===== src/ugr_pkg.sv =====
// package: register map, field positions, reset values and timing for the usb global regs
// assumes: an 8-bit special-function-register port on the microcontroller side
package ugr_pkg;

    // ----------------------------------------------------------------
    // register offsets (sfr addresses)
    // ----------------------------------------------------------------
    localparam logic [7:0] UGR_FLAGS_ADDR   = 8'hbd;
    localparam logic [7:0] UGR_ENABLES_ADDR = 8'hbe;
    localparam logic [7:0] UGR_DEVADDR_ADDR = 8'hc6;
    localparam logic [7:0] UGR_EPIDX_ADDR   = 8'hc7;

    // ----------------------------------------------------------------
    // field positions
    // ----------------------------------------------------------------
    localparam int UGR_WAKE_BIT      = 5;
    localparam int UGR_RESET_END_BIT = 4;
    localparam int UGR_FRAME_BIT     = 3;
    localparam int UGR_SUSPEND_BIT   = 0;
    localparam int UGR_FUNC_ON_BIT   = 7;
    localparam int UGR_ADDR_W        = 7;
    localparam int UGR_EPIDX_W       = 2;

    // implemented bits of the flag and enable registers; the rest read zero
    localparam logic [7:0] UGR_EVENT_MASK   = 8'h39;

    // ----------------------------------------------------------------
    // reset values
    // ----------------------------------------------------------------
    localparam logic [7:0] UGR_ENABLES_RST  = 8'h10;
    localparam logic [7:0] UGR_DEVADDR_RST  = 8'h00;
    localparam logic [7:0] UGR_FLAGS_RST    = 8'h00;
    localparam logic [1:0] UGR_EPIDX_RST    = 2'h0;

    // ----------------------------------------------------------------
    // timing
    // ----------------------------------------------------------------
    localparam int UGR_CLK_MHZ        = 125;
    // bus reset: se0 for 32 full-speed bit times (12 mbit/s)
    localparam int UGR_RESET_BITS     = 32;
    localparam int UGR_FS_MBPS        = 12;
    localparam int UGR_RESET_CYCLES   = (UGR_RESET_BITS * UGR_CLK_MHZ + UGR_FS_MBPS - 1)
                                        / UGR_FS_MBPS;
    // suspend: idle j state for 3 ms
    localparam int UGR_SUSPEND_MS     = 3;
    localparam int UGR_SUSPEND_CYCLES = UGR_SUSPEND_MS * 1000 * UGR_CLK_MHZ;

    // line states sampled from the transceiver
    localparam logic [1:0] UGR_LINE_SE0 = 2'h0;
    localparam logic [1:0] UGR_LINE_J   = 2'h1;

endpackage // ugr_pkg


===== src/ugr_global_regs.sv =====
// usb global registers: function enable, device address, event flags, enables, endpoint index
// assumes: line state from the transceiver is asynchronous; sof_ok and remote_resume
// come from the serial engine on clk; address_valid comes from the global control register
//
// What this block does
// - function_on cleared at power-up or by a firmware write, not by bus reset
// - address field zero after power-up, bus reset
// - bus resume during suspend sets wake_flag
// - end of bus reset sets sticky flag
// - error-free sof sets sticky flag
// - idle j 3 ms sets suspend flag
// - flag raises interrupt only when enabled
// - enable register resets to 0x10
// - reserved bits read zero, ignore writes
// - endpoint index steers per-endpoint registers
// - address register reads zero after power-up
// - se0 for 32 bit times means reset
// - answer address zero until address valid
module ugr_global_regs #(
    parameter int SUSPEND_CYCLES = ugr_pkg::UGR_SUSPEND_CYCLES,
    parameter int RESET_CYCLES   = ugr_pkg::UGR_RESET_CYCLES
) (
    input  wire logic       clk,
    input  wire logic       reset_n,
    input  wire logic       clk_en,
    // sfr port
    input  wire logic [7:0] sfr_addr,
    input  wire logic [7:0] sfr_wdata,
    input  wire logic       sfr_wr,
    input  wire logic       sfr_rd,
    output logic      [7:0] sfr_rdata,
    // bus side
    input  wire logic [1:0] line_state,
    input  wire logic       sof_ok,
    input  wire logic       remote_resume,
    input  wire logic       address_valid,
    // outputs to the rest of the controller
    output logic            function_on,
    output logic      [6:0] match_addr,
    output logic      [1:0] endpoint_index,
    output logic            usb_irq,
    output logic            bus_reset
);

    logic [7:0] flags_reg;
    logic [7:0] flags_next;
    logic [7:0] enables_reg;
    logic [6:0] dev_addr_field;
    logic [1:0] line_s1_reg;
    logic [1:0] line_s2_reg;
    logic       se0_reg;
    logic       suspended_reg;
    logic       rst_hit;
    logic       susp_hit;
    logic       wake_ev;
    logic       reset_end_ev;

    // ----------------------------------------------------------------
    // helpers
    // ----------------------------------------------------------------
    function automatic logic hit_addr(input logic [7:0] a, input logic [7:0] r);
        return a == r;
    endfunction

    // ----------------------------------------------------------------
    // line synchroniser
    // ----------------------------------------------------------------
    always_ff @(posedge clk)
    begin
        if (!reset_n)
        begin
            line_s1_reg <= ugr_pkg::UGR_LINE_J;
            line_s2_reg <= ugr_pkg::UGR_LINE_J;
        end
        else if (clk_en)
        begin
            line_s1_reg <= line_state;
            line_s2_reg <= line_s1_reg;
        end
    end

    wire se0_now  = line_s2_reg == ugr_pkg::UGR_LINE_SE0;
    wire idle_now = line_s2_reg == ugr_pkg::UGR_LINE_J;

    // ----------------------------------------------------------------
    // bus reset and suspend detection
    // ----------------------------------------------------------------
    ugr_idle_timer #(
        .LIMIT (RESET_CYCLES),
        .CW    (16)
    ) u_reset_timer (
        .clk     (clk),
        .reset_n (reset_n),
        .clk_en  (clk_en),
        .cond    (se0_now),
        .hit     (rst_hit)
    );

    ugr_idle_timer #(
        .LIMIT (SUSPEND_CYCLES),
        .CW    (24)
    ) u_suspend_timer (
        .clk     (clk),
        .reset_n (reset_n),
        .clk_en  (clk_en),
        .cond    (idle_now),
        .hit     (susp_hit)
    );

    // in-reset state: set on reset detect, end of reset when se0 goes away
    always_ff @(posedge clk)
    begin
        if (!reset_n)
        begin
            se0_reg   <= 1'b0;
            bus_reset <= 1'b0;
        end
        else if (clk_en)
        begin
            bus_reset <= rst_hit;
            if (rst_hit)
                se0_reg <= 1'b1;
            else if (!se0_now)
                se0_reg <= 1'b0;
        end
    end

    assign reset_end_ev = se0_reg && !se0_now;

    // suspended state; own resume signalling must not count as a wake
    always_ff @(posedge clk)
    begin
        if (!reset_n)
            suspended_reg <= 1'b0;
        else if (clk_en)
        begin
            if (susp_hit)
                suspended_reg <= 1'b1;
            else if (!idle_now || remote_resume)
                suspended_reg <= 1'b0;
        end
    end

    assign wake_ev = suspended_reg && !idle_now && !remote_resume;

    // ----------------------------------------------------------------
    // event flags
    // ----------------------------------------------------------------
    always_comb
    begin
        flags_next = flags_reg;
        // software writes zero to clear; a one leaves the bit alone
        if (clk_en && sfr_wr && hit_addr(sfr_addr, ugr_pkg::UGR_FLAGS_ADDR))
            flags_next = flags_reg & sfr_wdata;
        // hardware set after the clear so a same-cycle event is kept
        if (wake_ev)
            flags_next[ugr_pkg::UGR_WAKE_BIT] = 1'b1;
        if (reset_end_ev)
            flags_next[ugr_pkg::UGR_RESET_END_BIT] = 1'b1;
        if (sof_ok)
            flags_next[ugr_pkg::UGR_FRAME_BIT] = 1'b1;
        if (susp_hit)
            flags_next[ugr_pkg::UGR_SUSPEND_BIT] = 1'b1;
        flags_next = flags_next & ugr_pkg::UGR_EVENT_MASK;
    end

    always_ff @(posedge clk)
    begin
        if (!reset_n)
            flags_reg <= ugr_pkg::UGR_FLAGS_RST;
        else if (clk_en)
            flags_reg <= flags_next;
    end

    // ----------------------------------------------------------------
    // enables
    // ----------------------------------------------------------------
    always_ff @(posedge clk)
    begin
        if (!reset_n)
            enables_reg <= ugr_pkg::UGR_ENABLES_RST;
        else if (clk_en && sfr_wr && hit_addr(sfr_addr, ugr_pkg::UGR_ENABLES_ADDR))
            enables_reg <= sfr_wdata & ugr_pkg::UGR_EVENT_MASK;
    end

    always_ff @(posedge clk)
    begin
        if (!reset_n)
            usb_irq <= 1'b0;
        else if (clk_en)
            usb_irq <= |(flags_next & enables_reg);
    end

    // ----------------------------------------------------------------
    // device address and function enable
    // ----------------------------------------------------------------
    // function_on is cleared by power-up reset or a firmware write of bit 7, never by bus reset
    always_ff @(posedge clk)
    begin
        if (!reset_n)
            function_on <= 1'b0;
        else if (clk_en && sfr_wr && hit_addr(sfr_addr, ugr_pkg::UGR_DEVADDR_ADDR))
            function_on <= sfr_wdata[ugr_pkg::UGR_FUNC_ON_BIT];
    end

    always_ff @(posedge clk)
    begin
        if (!reset_n)
            dev_addr_field <= ugr_pkg::UGR_DEVADDR_RST[6:0];
        else if (clk_en)
        begin
            if (rst_hit)
                dev_addr_field <= '0;
            else if (sfr_wr && hit_addr(sfr_addr, ugr_pkg::UGR_DEVADDR_ADDR))
                dev_addr_field <= sfr_wdata[6:0];
        end
    end

    // registered match address; default zero until firmware marks it valid
    always_ff @(posedge clk)
    begin
        if (!reset_n)
            match_addr <= '0;
        else if (clk_en)
            match_addr <= address_valid ? dev_addr_field : 7'h00;
    end

    // ----------------------------------------------------------------
    // endpoint index
    // ----------------------------------------------------------------
    always_ff @(posedge clk)
    begin
        if (!reset_n)
            endpoint_index <= ugr_pkg::UGR_EPIDX_RST;
        else if (clk_en && sfr_wr && hit_addr(sfr_addr, ugr_pkg::UGR_EPIDX_ADDR))
            endpoint_index <= sfr_wdata[1:0];
    end

    // ----------------------------------------------------------------
    // read data; registered, so it lags the read strobe by one cycle
    // ----------------------------------------------------------------
    always_ff @(posedge clk)
    begin
        if (!reset_n)
            sfr_rdata <= 8'h00;
        else if (clk_en && sfr_rd)
        begin
            case (sfr_addr)
                ugr_pkg::UGR_FLAGS_ADDR:   sfr_rdata <= flags_reg;
                ugr_pkg::UGR_ENABLES_ADDR: sfr_rdata <= enables_reg;
                ugr_pkg::UGR_DEVADDR_ADDR: sfr_rdata <= {function_on, dev_addr_field};
                ugr_pkg::UGR_EPIDX_ADDR:   sfr_rdata <= {6'h00, endpoint_index};
                default:                   sfr_rdata <= 8'h00;
            endcase
        end
    end

endmodule // ugr_global_regs


===== src/ugr_idle_timer.sv =====
// idle timer: counts cycles while a condition holds, pulses once on reaching the limit
// assumes: cond is already synchronised to clk
module ugr_idle_timer #(
    parameter int LIMIT = 16,
    parameter int CW    = 24
) (
    input  wire logic clk,
    input  wire logic reset_n,
    input  wire logic clk_en,
    input  wire logic cond,
    output logic      hit
);

    logic [CW-1:0] cnt_reg;
    logic          done_reg;

    // ----------------------------------------------------------------
    // counter; saturates so one long condition gives one pulse
    // ----------------------------------------------------------------
    always_ff @(posedge clk)
    begin
        if (!reset_n)
        begin
            cnt_reg  <= '0;
            done_reg <= 1'b0;
            hit      <= 1'b0;
        end
        else if (clk_en)
        begin
            hit <= 1'b0;
            if (!cond)
            begin
                cnt_reg  <= '0;
                done_reg <= 1'b0;
            end
            else if (!done_reg)
            begin
                if (cnt_reg == CW'(LIMIT - 1))
                begin
                    done_reg <= 1'b1;
                    hit      <= 1'b1;
                end
                else
                begin
                    cnt_reg <= cnt_reg + CW'(1);
                end
            end
        end
    end

endmodule // ugr_idle_timer


===== config.mk =====
export PLATFORM = sky130hd
export DESIGN_NAME = ugr_global_regs
export DESIGN_NICKNAME = d
export VERILOG_FILES = /design/src/ugr_pkg.sv /design/src/ugr_global_regs.sv /design/src/ugr_idle_timer.sv
export SDC_FILE = /design/constraint.sdc
export NUM_CORES = 1
export LEC_CHECK = 0
export BUFFER_PORTS_ARGS = -buffer_cell sky130_fd_sc_hd__buf_2
export CAP_MARGIN = 20
export CORE_MARGIN = 3
export CORE_UTILIZATION = 45
export DETAILED_ROUTE_END_ITERATION = 8
export GPL_TIMING_DRIVEN = 0
export PLACE_DENSITY_LB_ADDON = 0.2
export SYNTH_ARGS = -nofsm -noshare
export SYNTH_HDL_FRONTEND = slang
export SYNTH_HIERARCHICAL = 1
export SYNTH_SLANG_ARGS = --single-unit

===== constraint.sdc =====
create_clock -name clk -period 4.26 [get_ports clk]
set_input_delay 0.213 -clock clk [delete_from_list [all_inputs] [get_ports clk]]
set_output_delay 0.213 -clock clk [all_outputs]
set_load 0.01 [all_outputs]

# Word level (Yosys, flattened, before mapping)
# Cells that the tools add are included.
# classes
add_sub_neg	2
eq_ne	12
muxes	29
n_bitwise	2
reduce_logical	23
# op_table
cell	count
24-bit two-way mux	3
16-bit two-way mux	3
8-bit == test (second input constant)	4
8-bit one-hot mux with 4 select lines	1
24-bit by 1-bit adder with 24-bit output (second input constant)	1
24-bit by 19-bit == test with 1-bit output (second input constant)	1
7-bit two-way mux	3
1-bit two-way mux	18
16-bit by 1-bit adder with 16-bit output (second input constant)	1
16-bit by 9-bit == test with 1-bit output (second input constant)	1
6-bit AND	2
1-bit logical AND	10
2-bit != test (second input constant)	5
8-bit OR reduction	1
6-bit two-way mux	1
2-bit AND reduction	3
3-bit AND reduction	2
2-bit nonzero test	2
1-bit zero test	3
2-bit by 1-bit == test with 1-bit output (second input constant)	1
2-bit zero test	1
1-bit logical OR	1
# word_totals
reg_bits	85
input_bits	26

# Depth between registers and ports, before layout
# Gate-level depths: netlist of the first run.
# depth
ltp_word	7
mapped_depth	7

# Hierarchy
# The synthesis of the first run kept the hierarchy.
# by_module_without_submodules
module	instances	cells_each	area_each_um2
ugr_global_regs	1	193	1829.3
ugr_idle_timer (u_suspend_timer)	1	189	1530.2
ugr_idle_timer (u_reset_timer)	1	125	1056.0

# Worst setup path after synthesis of the first run
# No wires, ideal clock.
# synth_timing
path_kind	register -> register
start	register u_suspend_timer.cnt_reg[0]
end	register u_suspend_timer.cnt_reg[21]
setup_time_ns	0.058
arrival_ns	1.965
setup_slack_ns	2.237
path_stages_with_launch	8
path_cell_list	dfxtp_1 > ha_1 > nand4_1 > or4_4 > o311ai_4 > and2_1 > buf_6 > a221o_2
# synth_via
elab_chain_len	4
elab_cells_between_ends	7
cone_classes	add/sub: 1; eq/ne: 2; mux: 3; reduce/logical: 1
# synth_rtl
element	line_no	source
from (decl)	ugr_idle_timer.sv:14	logic [CW-1:0] cnt_reg;
from (signal assigned)	ugr_idle_timer.sv:45	cnt_reg <= cnt_reg + CW'(1);
24-bit by 1-bit adder with 24-bit output	ugr_idle_timer.sv:45	
24-bit two-way mux	ugr_idle_timer.sv:38	if (cnt_reg == CW'(LIMIT - 1))
24-bit two-way mux	ugr_idle_timer.sv:36	else if (!done_reg)
24-bit two-way mux	ugr_idle_timer.sv:31	if (!cond)
# Several ways; a longest one is shown, not always the timed one. The select of a mux whose other input is x is not followed.
# A chain may end at the register's enable or synchronous reset.

# Final worst setup path of the first run
# layout_timing
start	register u_suspend_timer.cnt_reg[2]
end	register u_suspend_timer.cnt_reg[21]
# Same word-level chain as after synthesis.

==> key figures, run 1 <==
Outcome
  – Status: finished clean

Yosys
  – Sequential fraction of the synthesis area: a little under 40%
  – Unique masters post-synth: 72
  – Mapped cell area: 4420 sq um
  – EDFF count, synth: 0
  – Synth warnings: 6
  – Syn nets: between 500 and 600
  – FF+latch count, synth: 85
  – Synth async-reset ratio: 0%
  – Post-Syn Instances: between 500 and 600
  – Post-synth top flop: dfxtp_1
  – Syn avg cell area: ~8.7 sq um

Worst setup path
  – Worst Setup Start Kind: flop
  – Setup Crit Path Kind: flop to flop
  – CP max-delay cell: o21ai_1
  – CP Max Fanout: 8
  – Crit path largest cell delay: ~0.63 ns
  – Worst-case reg-to-reg path depth: 5
  – CP cell instances: nor4b_1 -> nand4_1 -> o21ai_1 -> nor4_1 -> a221o_2
  – Worst Setup End Kind: flop
  – Crit path DAT: around 2.7 ns
  – Critical path required time: approximately 4.5 ns
  – Worst Setup SP: u_suspend_timer/cnt_reg[2]$_SDFFE_PN0P_
  – Worst reg-to-reg setup slack: about 1.8 ns
  – FF-to-FF Start: u_suspend_timer/cnt_reg[2]$_SDFFE_PN0P_

Clock tree
  – Clock Sinks: 85
  – Setup repair bufs after CTS: 0
  – Worst-Skew Late Latency: 0.36 ns
  – Root Driver: clkbuf_8
  – PostCTS Resize Cnt: 0
  – CTS max path bufs: 2
  – Hold-fix buffers, CTS: 0
  – Cts bufs inserted: 9
  – H-tree depth: 3
  – Clk pin slew, worst setup/hold paths: 0.09 ns
  – TritonCTS clock tree: built

Run
  – Number of max-cap violations: 0

Layout
  – Layout cells sized above 1: 16.9%
  – Register area: roughly 1700 sq um
  – Net count, final: 592
  – Commonest cells after routing, fill and taps aside: dfxtp_1, buf_2, nand2_1
  – Cell area after layout: roughly 5100 sq um
  – Layout area overhead: 14.7%
  – Filler instances: 930
  – Max reg flops: 24
  – Commonest non-fill, non-tap cell in the layout: dfxtp_1
  – Area taken by multi-input logic gates: about 2600 sq um
  – # diodes: 0

Routing
  – Vias/cell: roughly 6.0
  – Drt initial violations: about 240
  – Remaining DRCs: 0
  – 1st-pass router iterations: 5
  – WL/cell: approximately 16 microns
  – Via Count: 4179
  – Post-route ant nets: 0
  – WL final: between 10 and 15 mm

STA
  – FMAX: just over 400 MHz
  – Period Utilization, post-route: roughly 58%
  – Worst Hold Slack: approximately 0.07 ns
  – Worst-margin pin slew: ~0.7 ns
  – RSZ-0062 raised after global routing: false
  – Setup ws final: between 1.5 and 2 ns
  – Slew Limit Fails: 0
  – Max_slew headroom: 52.8%
  – Setup-failing EPs final: 0
  – Final clock skew: about 0.014 ns
  – Setup_tns: 0 ns
  – Fin crit period: between 2 and 2.5 ns
  – Final hold vios: 0

Placement
  – Worst slack at placement: roughly 1.9 ns
  – DP HPWL: ~8.3 mm
  – RD Place Congestion: between 0.9 and 1
  – Cell Area, Placed: 4800 sq um
  – IO Port Bufs: 45

Die
  – Core Footprint: about 9400 sq um
  – Die H: ~110 microns
  – Die Width: roughly 110 microns
  – Io pins: 46
  – Initial core utilization: 47.1%
  – Num rows: 35
  – Die area: approximately 11000 sq um

Global route
  – Vias in the first global route: about 4000
  – First-pass GRT wire length: between 15 and 20 mm
  – Remaining global-route overflow: 0
  – Initial antenna violation count: 0
  – Total GRT Usage: 20.7%
  – Largest net degree at the start of global routing: 15

Pwr
  – Max rail drop VDD: roughly 0.15 mV
  – Sw frac: between 20% and 30%
  – Pleak: ~1.9 nW
  – Logic pwr share: under 10%
  – Sw power: roughly 370 uW
  – Clk network pwr share: about 45%
  – Int Pwr: 1.29 mW
  – Seq pwr share: between 40 and 50%
  – Pwr dens: ~330 nW/um^2
  – Overall Power: 1.66 mW

Min path
  – Worst min path class: input pin to flop
  – Hold path start: sfr_wdata[2]
  – Hold depth: 2
[final timing paths]
kind	end
max	u_suspend_timer/cnt_reg[21]$_SDFFE_PN0P_
min	dev_addr_field[2]$_SDFFE_PN0P_
max reg2reg	u_suspend_timer/cnt_reg[21]$_SDFFE_PN0P_
min reg2reg	suspended_reg$_SDFFE_PN0P_
[layout make-up]
class / count / share of cell area (%)
Multi-Input combinational cell: 390 / 50.7
Sequential cell: 85 / 33.6
Timing Repair Buffer: 45 / 4.45
Tap cell: 129 / 3.19
Clock inverter: 6 / 2.67
Clock buffer: 10 / 2.52
Buffer: 20 / 2.00
Inverter: 12 / 0.889
[critical path: cells and delay by family (launching register included)]
| kind | cells | cell delay, ns |
|---|---|---|
| DFF | 1 | 0.44 |
| and+or+nand+nor | 3 | 0.97 |
| AOI/OAI and AO/OA | 2 | 0.95 |
[metal layers]
layer | GRT usage [%] | part of all wire [%] | up-vias | wire [microns]
li1 | - | - | 2061 | -
met1 | 28.2 | 47 | 1996 | 5350
met2 | 32.9 | 48 | 114 | 5400
met3 | 3.40 | 4.3 | 8 | 492
met4 | 8.06 | 0.64 | 0 | 72
met5 | 0 | 0 | - | 0
[kinds of logic after synthesis]
logic type | after synthesis | synth area share (%)
multiplexers | 15 | 3.46
AND/OR/NAND/NOR | 229 | 29.4
adder cells (fa/ha/maj) | 3 | 0.850
flip-flops | 85 | 38.5
buffers and inverters | 32 | 3.32
AO/OA/AOI/OAI | 142 | 24.3
XOR/XNOR | 1 | 0.198
[cell usage after synthesis (3+ instances only)]
library cell,number,area [sq um]
dfxtp_1,85,1700
nand2_1,48,180
nand3_1,41,205
o21ai_0,26,130
nand4_1,19,119
a21boi_0,18,135
a21oi_1,18,90.1
mux2i_1,13,130
nor3_1,13,65.1
nand2b_1,12,75.1
nor2_1,12,45.0
clkbuf_1,11,41.3
inv_1,11,41.3
nor2b_1,11,68.8
nor4_1,11,68.8
o21a_1,11,82.6
or3_1,10,62.6
and3_1,9,56.3
a22o_2,8,80.1
and2_1,8,50.1
o211ai_1,8,60.1
or4_1,7,52.6
a22o_1,6,52.6
a22oi_1,4,30.0
a31oi_1,4,25.0
and4_1,4,35.0
nand3b_1,4,30.0
o31ai_1,4,30.0
a31o_2,3,26.3
and4b_1,3,30.0
buf_1,3,11.3
buf_2,3,15.0
buf_6,3,33.8
ha_1,3,37.5
o2111ai_1,3,26.3
o41ai_1,3,26.3
or2_2,3,18.8
[power groups by stage]
| stage | Clock, mW | Sequential (mW) | Combinational, mW |
|---|---|---|---|
| 2_1_floorplan | 0 | 0.822 | 0.0672 |
| 3_3_place_gp | 0 | 0.823 | 0.111 |
| 3_5_place_dp | 0 | 0.823 | 0.112 |
| 4_1_cts | 0.758 | 0.804 | 0.113 |
| 5_1_grt | 0.790 | 0.806 | 0.125 |
| 6_report | 0.739 | 0.804 | 0.114 |
[through the flow]
step,std cells,utilization (%)
floorplan,507,-
global placement,681,51.2
detailed placement,681,51.2
CTS,697,54.0
global route,697,54.0
finish,697,54.0
Note: power is estimated with default switching activity, not from simulation.
==> run 2: changes to the inputs <==
==> constraint.sdc (replaced) <==
create_clock -name clk -period 2.3 [get_ports clk]
set_input_delay 0.115 -clock clk [delete_from_list [all_inputs] [get_ports clk]]
set_output_delay 0.115 -clock clk [all_outputs]
set_load 0.01 [all_outputs]
==> key figures, run 2 (synthesis gave the netlist of run 1 again) <==
Layout
  – Commonest non-fill, non-tap cell in the layout: dfxtp_1
  – Layout cells sized above 1: 19.4% (+2.5 points)
  – Max reg flops: 24 (unchanged)
  – Area taken by multi-input logic gates: 2600 sq um (+1.3%)
  – Filler instances: 906 (-2.6%)
  – Layout area overhead: 18.3%
  – # diodes: 0 (unchanged)
  – Net count, final: 607 (+2.5%)
  – Commonest cells after routing, fill and taps aside: dfxtp_1, buf_2, nand2_1
  – Register area: 1700 sq um (unchanged)
  – Final core utilization: 55.7% (+1.7 points)
  – Non-Filler Instances: 712 (+2.2%)

Worst setup path
  – Worst Setup Start Kind: flop
  – CP max-delay cell: or4_4
  – Crit path DAT: 2.47 ns (-0.23 ns)
  – Crit path largest cell delay: 0.48 ns (-0.15 ns)
  – CP cell instances: ha_2 -> nand4_1 -> or4_4 -> o311ai_4 -> buf_4 -> and2_1 -> buf_6 -> a221o_2
  – Crit path max-delay family: simple AND/OR/NAND/NOR gates
  – Critical path required time: 2.60 ns (-1.90 ns)
  – Worst Setup End Kind: flop
  – Setup Crit Path Kind: flop to flop
  – Crit path buf inv count: 2 (+2)
  – CP Max Fanout: 8 (unchanged)

Global route
  – Largest net degree at the start of global routing: 15 (unchanged)
  – First-pass GRT wire length: 19.1 mm (+0.84%)
  – Initial antenna violation count: 0 (unchanged)
  – Met2 GRT Util: 33.3% (+0.41 points)
  – GR met3 Demand/Resource: 3.40% (unchanged)
  – Remaining global-route overflow: 0 (unchanged)
  – Total GRT Usage: 20.9% (+0.21 points)
  – Met1 Usage GRT: 28.4% (+0.27 points)
  – Busiest grt layer: met2
  – Vias in the first global route: 4039 (+1.1%)

STA
  – Final hold vios: 0 (unchanged)
  – Final clock skew: 0.0127 ns (-0.00104 ns)
  – Period Utilization, post-route: 94.6% (+37 points)
  – Setup ws final: 0.125 ns (-1.68 ns)
  – Fin crit period: 2.18 ns (-0.284 ns)
  – Setup-failing EPs final: 0 (unchanged)
  – Setup_tns: 0 ns (unchanged)
  – Slew Limit Fails: 0 (unchanged)
  – Worst-margin pin slew: 0.636 ns (-0.0698 ns)
  – FMAX: 460 MHz (+13%)
  – Max_slew headroom: 57.2% (+4.4 points)

Clock tree
  – Worst-Skew Late Latency: 0.35 ns (about the same)
  – TritonCTS clock tree: built
  – Clk pin slew, worst setup/hold paths: 0.09 ns (about the same)
  – H-tree depth: 3 (unchanged)
  – CTS max path bufs: 2 (unchanged)
  – Clock Sinks: 85 (unchanged)
  – Root Driver: clkbuf_8
  – Cts bufs inserted: 9 (unchanged)

Pwr
  – Overall Power: 3.09 mW (+86%)
  – Seq pwr share: 48.2% (-0.3 points)
  – Pwr dens: 591 nW/um^2 (+81%)
  – Max rail drop VDD: 0.271 mV (+86%)
  – Sw power: 691 uW (+86%)
  – Int Pwr: 2.40 mW (+86%)
  – Pleak: 1.95 nW (+3.6%)
  – Clk network pwr share: 44.3% (-0.3 points)
  – Logic pwr share: 7.5% (+0.6 points)
  – Sw frac: 22.4% (about the same)

Routing
  – Post-route ant nets: 0 (unchanged)
  – WL/cell: 16.1 microns (-0.74%)
  – Vias/cell: 5.99 (-0.14%)
  – Drt initial violations: 285 (+21%)
  – WL final: 11.5 mm (+1.4%)
  – Remaining DRCs: 0 (unchanged)
  – Via Count: 4263 (+2.0%)
  – 1st-pass router iterations: 5 (unchanged)

Die
  – Die Width: 105 microns (unchanged)
  – Io pins: 46 (unchanged)
  – Num rows: 35 (unchanged)
  – Core Footprint: 9370 sq um (unchanged)
  – Die area: 11000 sq um (unchanged)
  – Die H: 105 microns (unchanged)
  – Initial core utilization: 47.1% (unchanged)

Placement
  – DP Cell Count: 681 (unchanged)
  – Worst slack at placement: -0.0862 ns (-1.96 ns)
  – IO Port Bufs: 45 (unchanged)
  – RD Place Congestion: 0.937 (unchanged)
  – DP HPWL: 8.29 mm (unchanged)

Run
  – Number of max-cap violations: 0 (unchanged)

Outcome
  – Status: finished clean

Min path
  – Worst min path class: input pin to flop
-- run 2: layout make-up --
class | count | area share, %
clock inverter | 6 | 2.59
sequential | 85 | 32.6
buffer | 20 | 1.94
clock buffer | 10 | 2.44
tap | 129 | 3.09
timing repair buffer | 60 | 6.71
multi-input combinational | 390 | 49.8
inverter | 12 | 0.862
-- run 2: worst register-to-register path, delay by kind of cell, from the launching register on --
kind | cells | cell delay [ns]
buffers and inverters | 2 | 0.32
DFF | 1 | 0.39
AOI/OAI and AO/OA | 2 | 0.41
and+or+nand+nor | 3 | 0.76
adders and majority gates | 1 | 0.25
-- run 2: metal layers --
layer  share of wire (%)  up-vias
met1                  46     2033
met3                 5.2       11
met2                  48      126
met4                 1.0        0
li1                    -     2093
met5                   0        -
-- run 2: path summary, 6_finish.rpt --
kind / cells after the start / startpoint / slack, ns / end
setup / recovery: 8 / u_suspend_timer/cnt_reg[0]$_SDFFE_PN0P_ / 0.12 / u_suspend_timer/cnt_reg[21]$_SDFFE_PN0P_
hold / removal: 2 / sfr_wdata[4] / 0.04 / dev_addr_field[4]$_SDFFE_PN0P_
setup reg to reg: 8 / u_suspend_timer/cnt_reg[0]$_SDFFE_PN0P_ / 0.12 / u_suspend_timer/cnt_reg[21]$_SDFFE_PN0P_
hold reg to reg: 2 / suspended_reg$_SDFFE_PN0P_ / 0.47 / suspended_reg$_SDFFE_PN0P_
-- run 2: power by group through the flow --
stage	Combinational [mW]	Sequential [mW]	Clock, mW
finish	0.231	1.49	1.37
global route	0.252	1.49	1.46
CTS	0.216	1.49	1.40
detailed placement	0.208	1.52	0
global placement	0.206	1.52	0
floorplan	0.124	1.52	0
-- run 2: what timing repair did --
item	in CTS	in global routing
endpoints found under the setup margin	3	20
pin swaps	1	3
hold buffers	5	0
hold endpoints to repair	5	0
resized for setup	1	7
buffers inserted	0	10
gates cloned	0	0
-- run 2: through the flow --
step / hold WS (ns) / cell area [sq um]
4_1_cts: 0.0193 / 5120
5_1_grt: 0.0310 / 5220
2_1_floorplan: 0.240 / 4420
3_5_place_dp: 0.340 / 4800
3_3_place_gp: 0.336 / 4800
6_report: 0.0428 / 5220
==> run 3: changes to the inputs <==
--- a/config.mk
+++ b/config.mk
@@ -6,12 +6,13 @@
 export NUM_CORES = 1
 export LEC_CHECK = 0
 export BUFFER_PORTS_ARGS = -buffer_cell sky130_fd_sc_hd__buf_2
-export CAP_MARGIN = 20
+export CAP_MARGIN = 40
 export CORE_MARGIN = 3
 export CORE_UTILIZATION = 45
 export DETAILED_ROUTE_END_ITERATION = 8
 export GPL_TIMING_DRIVEN = 0
 export PLACE_DENSITY_LB_ADDON = 0.2
+export SLEW_MARGIN = 10
 export SYNTH_ARGS = -nofsm -noshare
 export SYNTH_HDL_FRONTEND = slang
 export SYNTH_HIERARCHICAL = 1
==> constraint.sdc (replaced) <==
create_clock -name clk -period 1.99 [get_ports clk]
set_input_delay 0.0995 -clock clk [delete_from_list [all_inputs] [get_ports clk]]
set_output_delay 0.0995 -clock clk [all_outputs]
set_load 0.01 [all_outputs]
==> key figures, run 3 (synthesis gave the netlist of run 1 again) <==
STA
  – Setup ws final: -0.0289 ns (-0.154 ns)
  – FMAX: 495 MHz (+7.7%)
  – Worst-margin pin slew: 0.643 ns (+0.00636 ns)
  – Max_slew headroom: 57.2% (about the same)
  – Slew Limit Fails: 0 (unchanged)
  – RSZ-0062 raised after global routing: true
  – Fin crit period: 2.02 ns (-0.156 ns)
  – Period Utilization, post-route: 101% (+6.9 points)
  – Setup-failing EPs final: 1 (+1)
  – Final hold vios: 0 (unchanged)
  – Final clock skew: 0.00651 ns (-0.00624 ns)

Global route
  – Total GRT Usage: 22.0% (+1.0 points)
  – Vias in the first global route: 4098 (+1.5%)
  – Largest net degree at the start of global routing: 15 (unchanged)
  – First-pass GRT wire length: 20.1 mm (+4.9%)
  – Remaining global-route overflow: 0 (unchanged)
  – Initial antenna violation count: 0 (unchanged)

Die
  – Core Footprint: 9370 sq um (unchanged)
  – Initial core utilization: 47.1% (unchanged)
  – Num rows: 35 (unchanged)
  – Die H: 105 microns (unchanged)
  – Die area: 11000 sq um (unchanged)
  – Io pins: 46 (unchanged)
  – Die Width: 105 microns (unchanged)

Worst setup path
  – Critical path required time: 2.27 ns (-0.33 ns)
  – Worst-case reg-to-reg path depth: 5 (-3)
  – Worst reg-to-reg setup slack: -0.03 ns (-0.15 ns)
  – Crit path DAT: 2.30 ns (-0.17 ns)
  – Worst Setup End Kind: flop
  – CP Max Fanout: 10 (+2)
  – Setup Crit Path Kind: flop to flop
  – R2R Path End: u_reset_timer/cnt_reg[4]$_SDFFE_PN0P_
  – Worst Setup Start Kind: flop
  – FF-to-FF Start: u_reset_timer/cnt_reg[14]$_SDFFE_PN0P_

Clock tree
  – TritonCTS clock tree: built
  – CTS max path bufs: 2 (unchanged)
  – Clock Sinks: 85 (unchanged)
  – Cts bufs inserted: 9 (unchanged)
  – Worst-Skew Late Latency: 0.35 ns (about the same)
  – H-tree depth: 3 (unchanged)
  – Root Driver: clkbuf_8
  – Clk pin slew, worst setup/hold paths: 0.09 ns (about the same)

Layout
  – Layout area overhead: 22.6%
  – Commonest cells after routing, fill and taps aside: dfxtp_1, nand2_1, buf_2
  – Final core utilization: 57.7% (+2.0 points)
  – Max reg flops: 24 (unchanged)
  – Commonest non-fill, non-tap cell in the layout: dfxtp_1
  – Net count, final: 611 (+0.66%)
  – # diodes: 0 (unchanged)
  – Layout cells sized above 1: 29.0% (+9.6 points)

Placement
  – IO Port Bufs: 45 (unchanged)
  – DP HPWL: 8.33 mm (+0.49%)
  – Worst slack at placement: -0.345 ns (-0.259 ns)
  – RD Place Congestion: 0.916 (-2.2%)

Routing
  – Via Count: 4444 (+4.2%)
  – WL final: 12.2 mm (+6.1%)
  – WL/cell: 17.0 microns (+5.5%)
  – Vias/cell: 6.21 (+3.7%)
  – 1st-pass router iterations: 5 (unchanged)
  – Drt initial violations: 257 (-9.8%)
  – Remaining DRCs: 0 (unchanged)
  – Post-route ant nets: 0 (unchanged)

Min path
  – End of the worst hold path: function_on$_SDFFE_PN0P_
  – Hold path start: sfr_wdata[7]
  – Worst min path class: input pin to flop
  – Hold depth: 3 (+1)

Run
  – Number of max-cap violations: 0 (unchanged)

Pwr
  – Pleak: 2.01 nW (+2.6%)
  – Max rail drop VDD: 0.388 mV (+43%)
  – Pwr dens: 628 nW/um^2 (+6.1%)

Outcome
  – Status: complete, but fails checks
  – Failing checks: negative setup slack
## run 3: cell count changes in the layout (fill, tap and decap cells not counted), sizes merged
cell         before  now
dlygate4sd3       5    4
buf              64   69
clkinv            1    2
bufinv            4    2
clkbuf           21   22
## run 3: area by class of cell
| cell class | count | area [sq um] |
|---|---|---|
| clock inverters | 5 | 83.8 |
| clock buffers | 11 | 141 |
| multi-input cells | 390 | 2730 |
| inverters | 12 | 47.5 |
| fillers | 868 | 3960 |
| flip-flops and latches | 85 | 1750 |
| well taps | 129 | 161 |
| repair buffers | 66 | 409 |
| plain buffers | 18 | 88.8 |
## run 3: worst max-delay path by stage
stage / from / end / slack [ns] / cells after the start
after CTS: u_reset_timer/cnt_reg[11]$_SDFFE_PN0P_ / u_reset_timer/cnt_reg[4]$_SDFFE_PN0P_ / 0.0003 / 5
final: u_reset_timer/cnt_reg[14]$_SDFFE_PN0P_ / u_reset_timer/cnt_reg[4]$_SDFFE_PN0P_ / -0.03 / 5
after global routing: u_reset_timer/cnt_reg[14]$_SDFFE_PN0P_ / u_reset_timer/cnt_reg[4]$_SDFFE_PN0P_ / -0.06 / 5
after global placement: u_suspend_timer/cnt_reg[0]$_SDFFE_PN0P_ / u_suspend_timer/cnt_reg[21]$_SDFFE_PN0P_ / -0.30 / 7
after floorplan: u_suspend_timer/cnt_reg[0]$_SDFFE_PN0P_ / u_suspend_timer/cnt_reg[21]$_SDFFE_PN0P_ / 0.0003 / 7
after detailed placement: u_suspend_timer/cnt_reg[2]$_SDFFE_PN0P_ / u_suspend_timer/cnt_reg[21]$_SDFFE_PN0P_ / -0.35 / 6
## run 3: stage by stage
| step | TNS [ns] | total power, mW | hold WS (ns) | cell area [sq um] | cells |
|---|---|---|---|---|---|
| after floorplan | 0 | 1.90 | 0.225 | 4420 | 507 |
| after global placement | -4.37 | 2.00 | 0.319 | 4810 | 681 |
| after detailed placement | -4.62 | 2.00 | 0.330 | 4810 | 681 |
| after CTS | 0 | 3.40 | 0.00806 | 5270 | 712 |
| after global routing | -0.420 | 3.52 | 0.0260 | 5410 | 716 |
| final | -0.0289 | 3.40 | 0.0179 | 5410 | 716 |
## run 3: power by group
group	switching, mW	leakage, nW	internal [mW]
clock	0.648	0.106	0.744
sequential	0.0127	0.701	1.71
combinational	0.176	1.20	0.110
## run 3: critical path, stage by stage (launching register included)
cell and delay [ns]:
dfxtp_2 0.35, or4_4 0.57, o41a_1 0.50, buf_4 0.21
a41o_1 0.25, o211ai_1 0.07
## run 3: layer usage
metal  global-route usage [%]  share of wire, %  wire length [microns]
met5                        0                 0                      0
met4                     6.56               1.5                    184
met3                     3.89               6.7                    818
met2                     35.1                47                   5770
met1                     30.2                44                   5410
## run 3: timing repair
item,4_1_cts,5_1_grt
endpoints found under the setup margin,28,28
pin swaps,6,12
buffers inserted,12,5
hold endpoints to repair,4,0
hold buffers,4,0
gates resized for setup,30,44
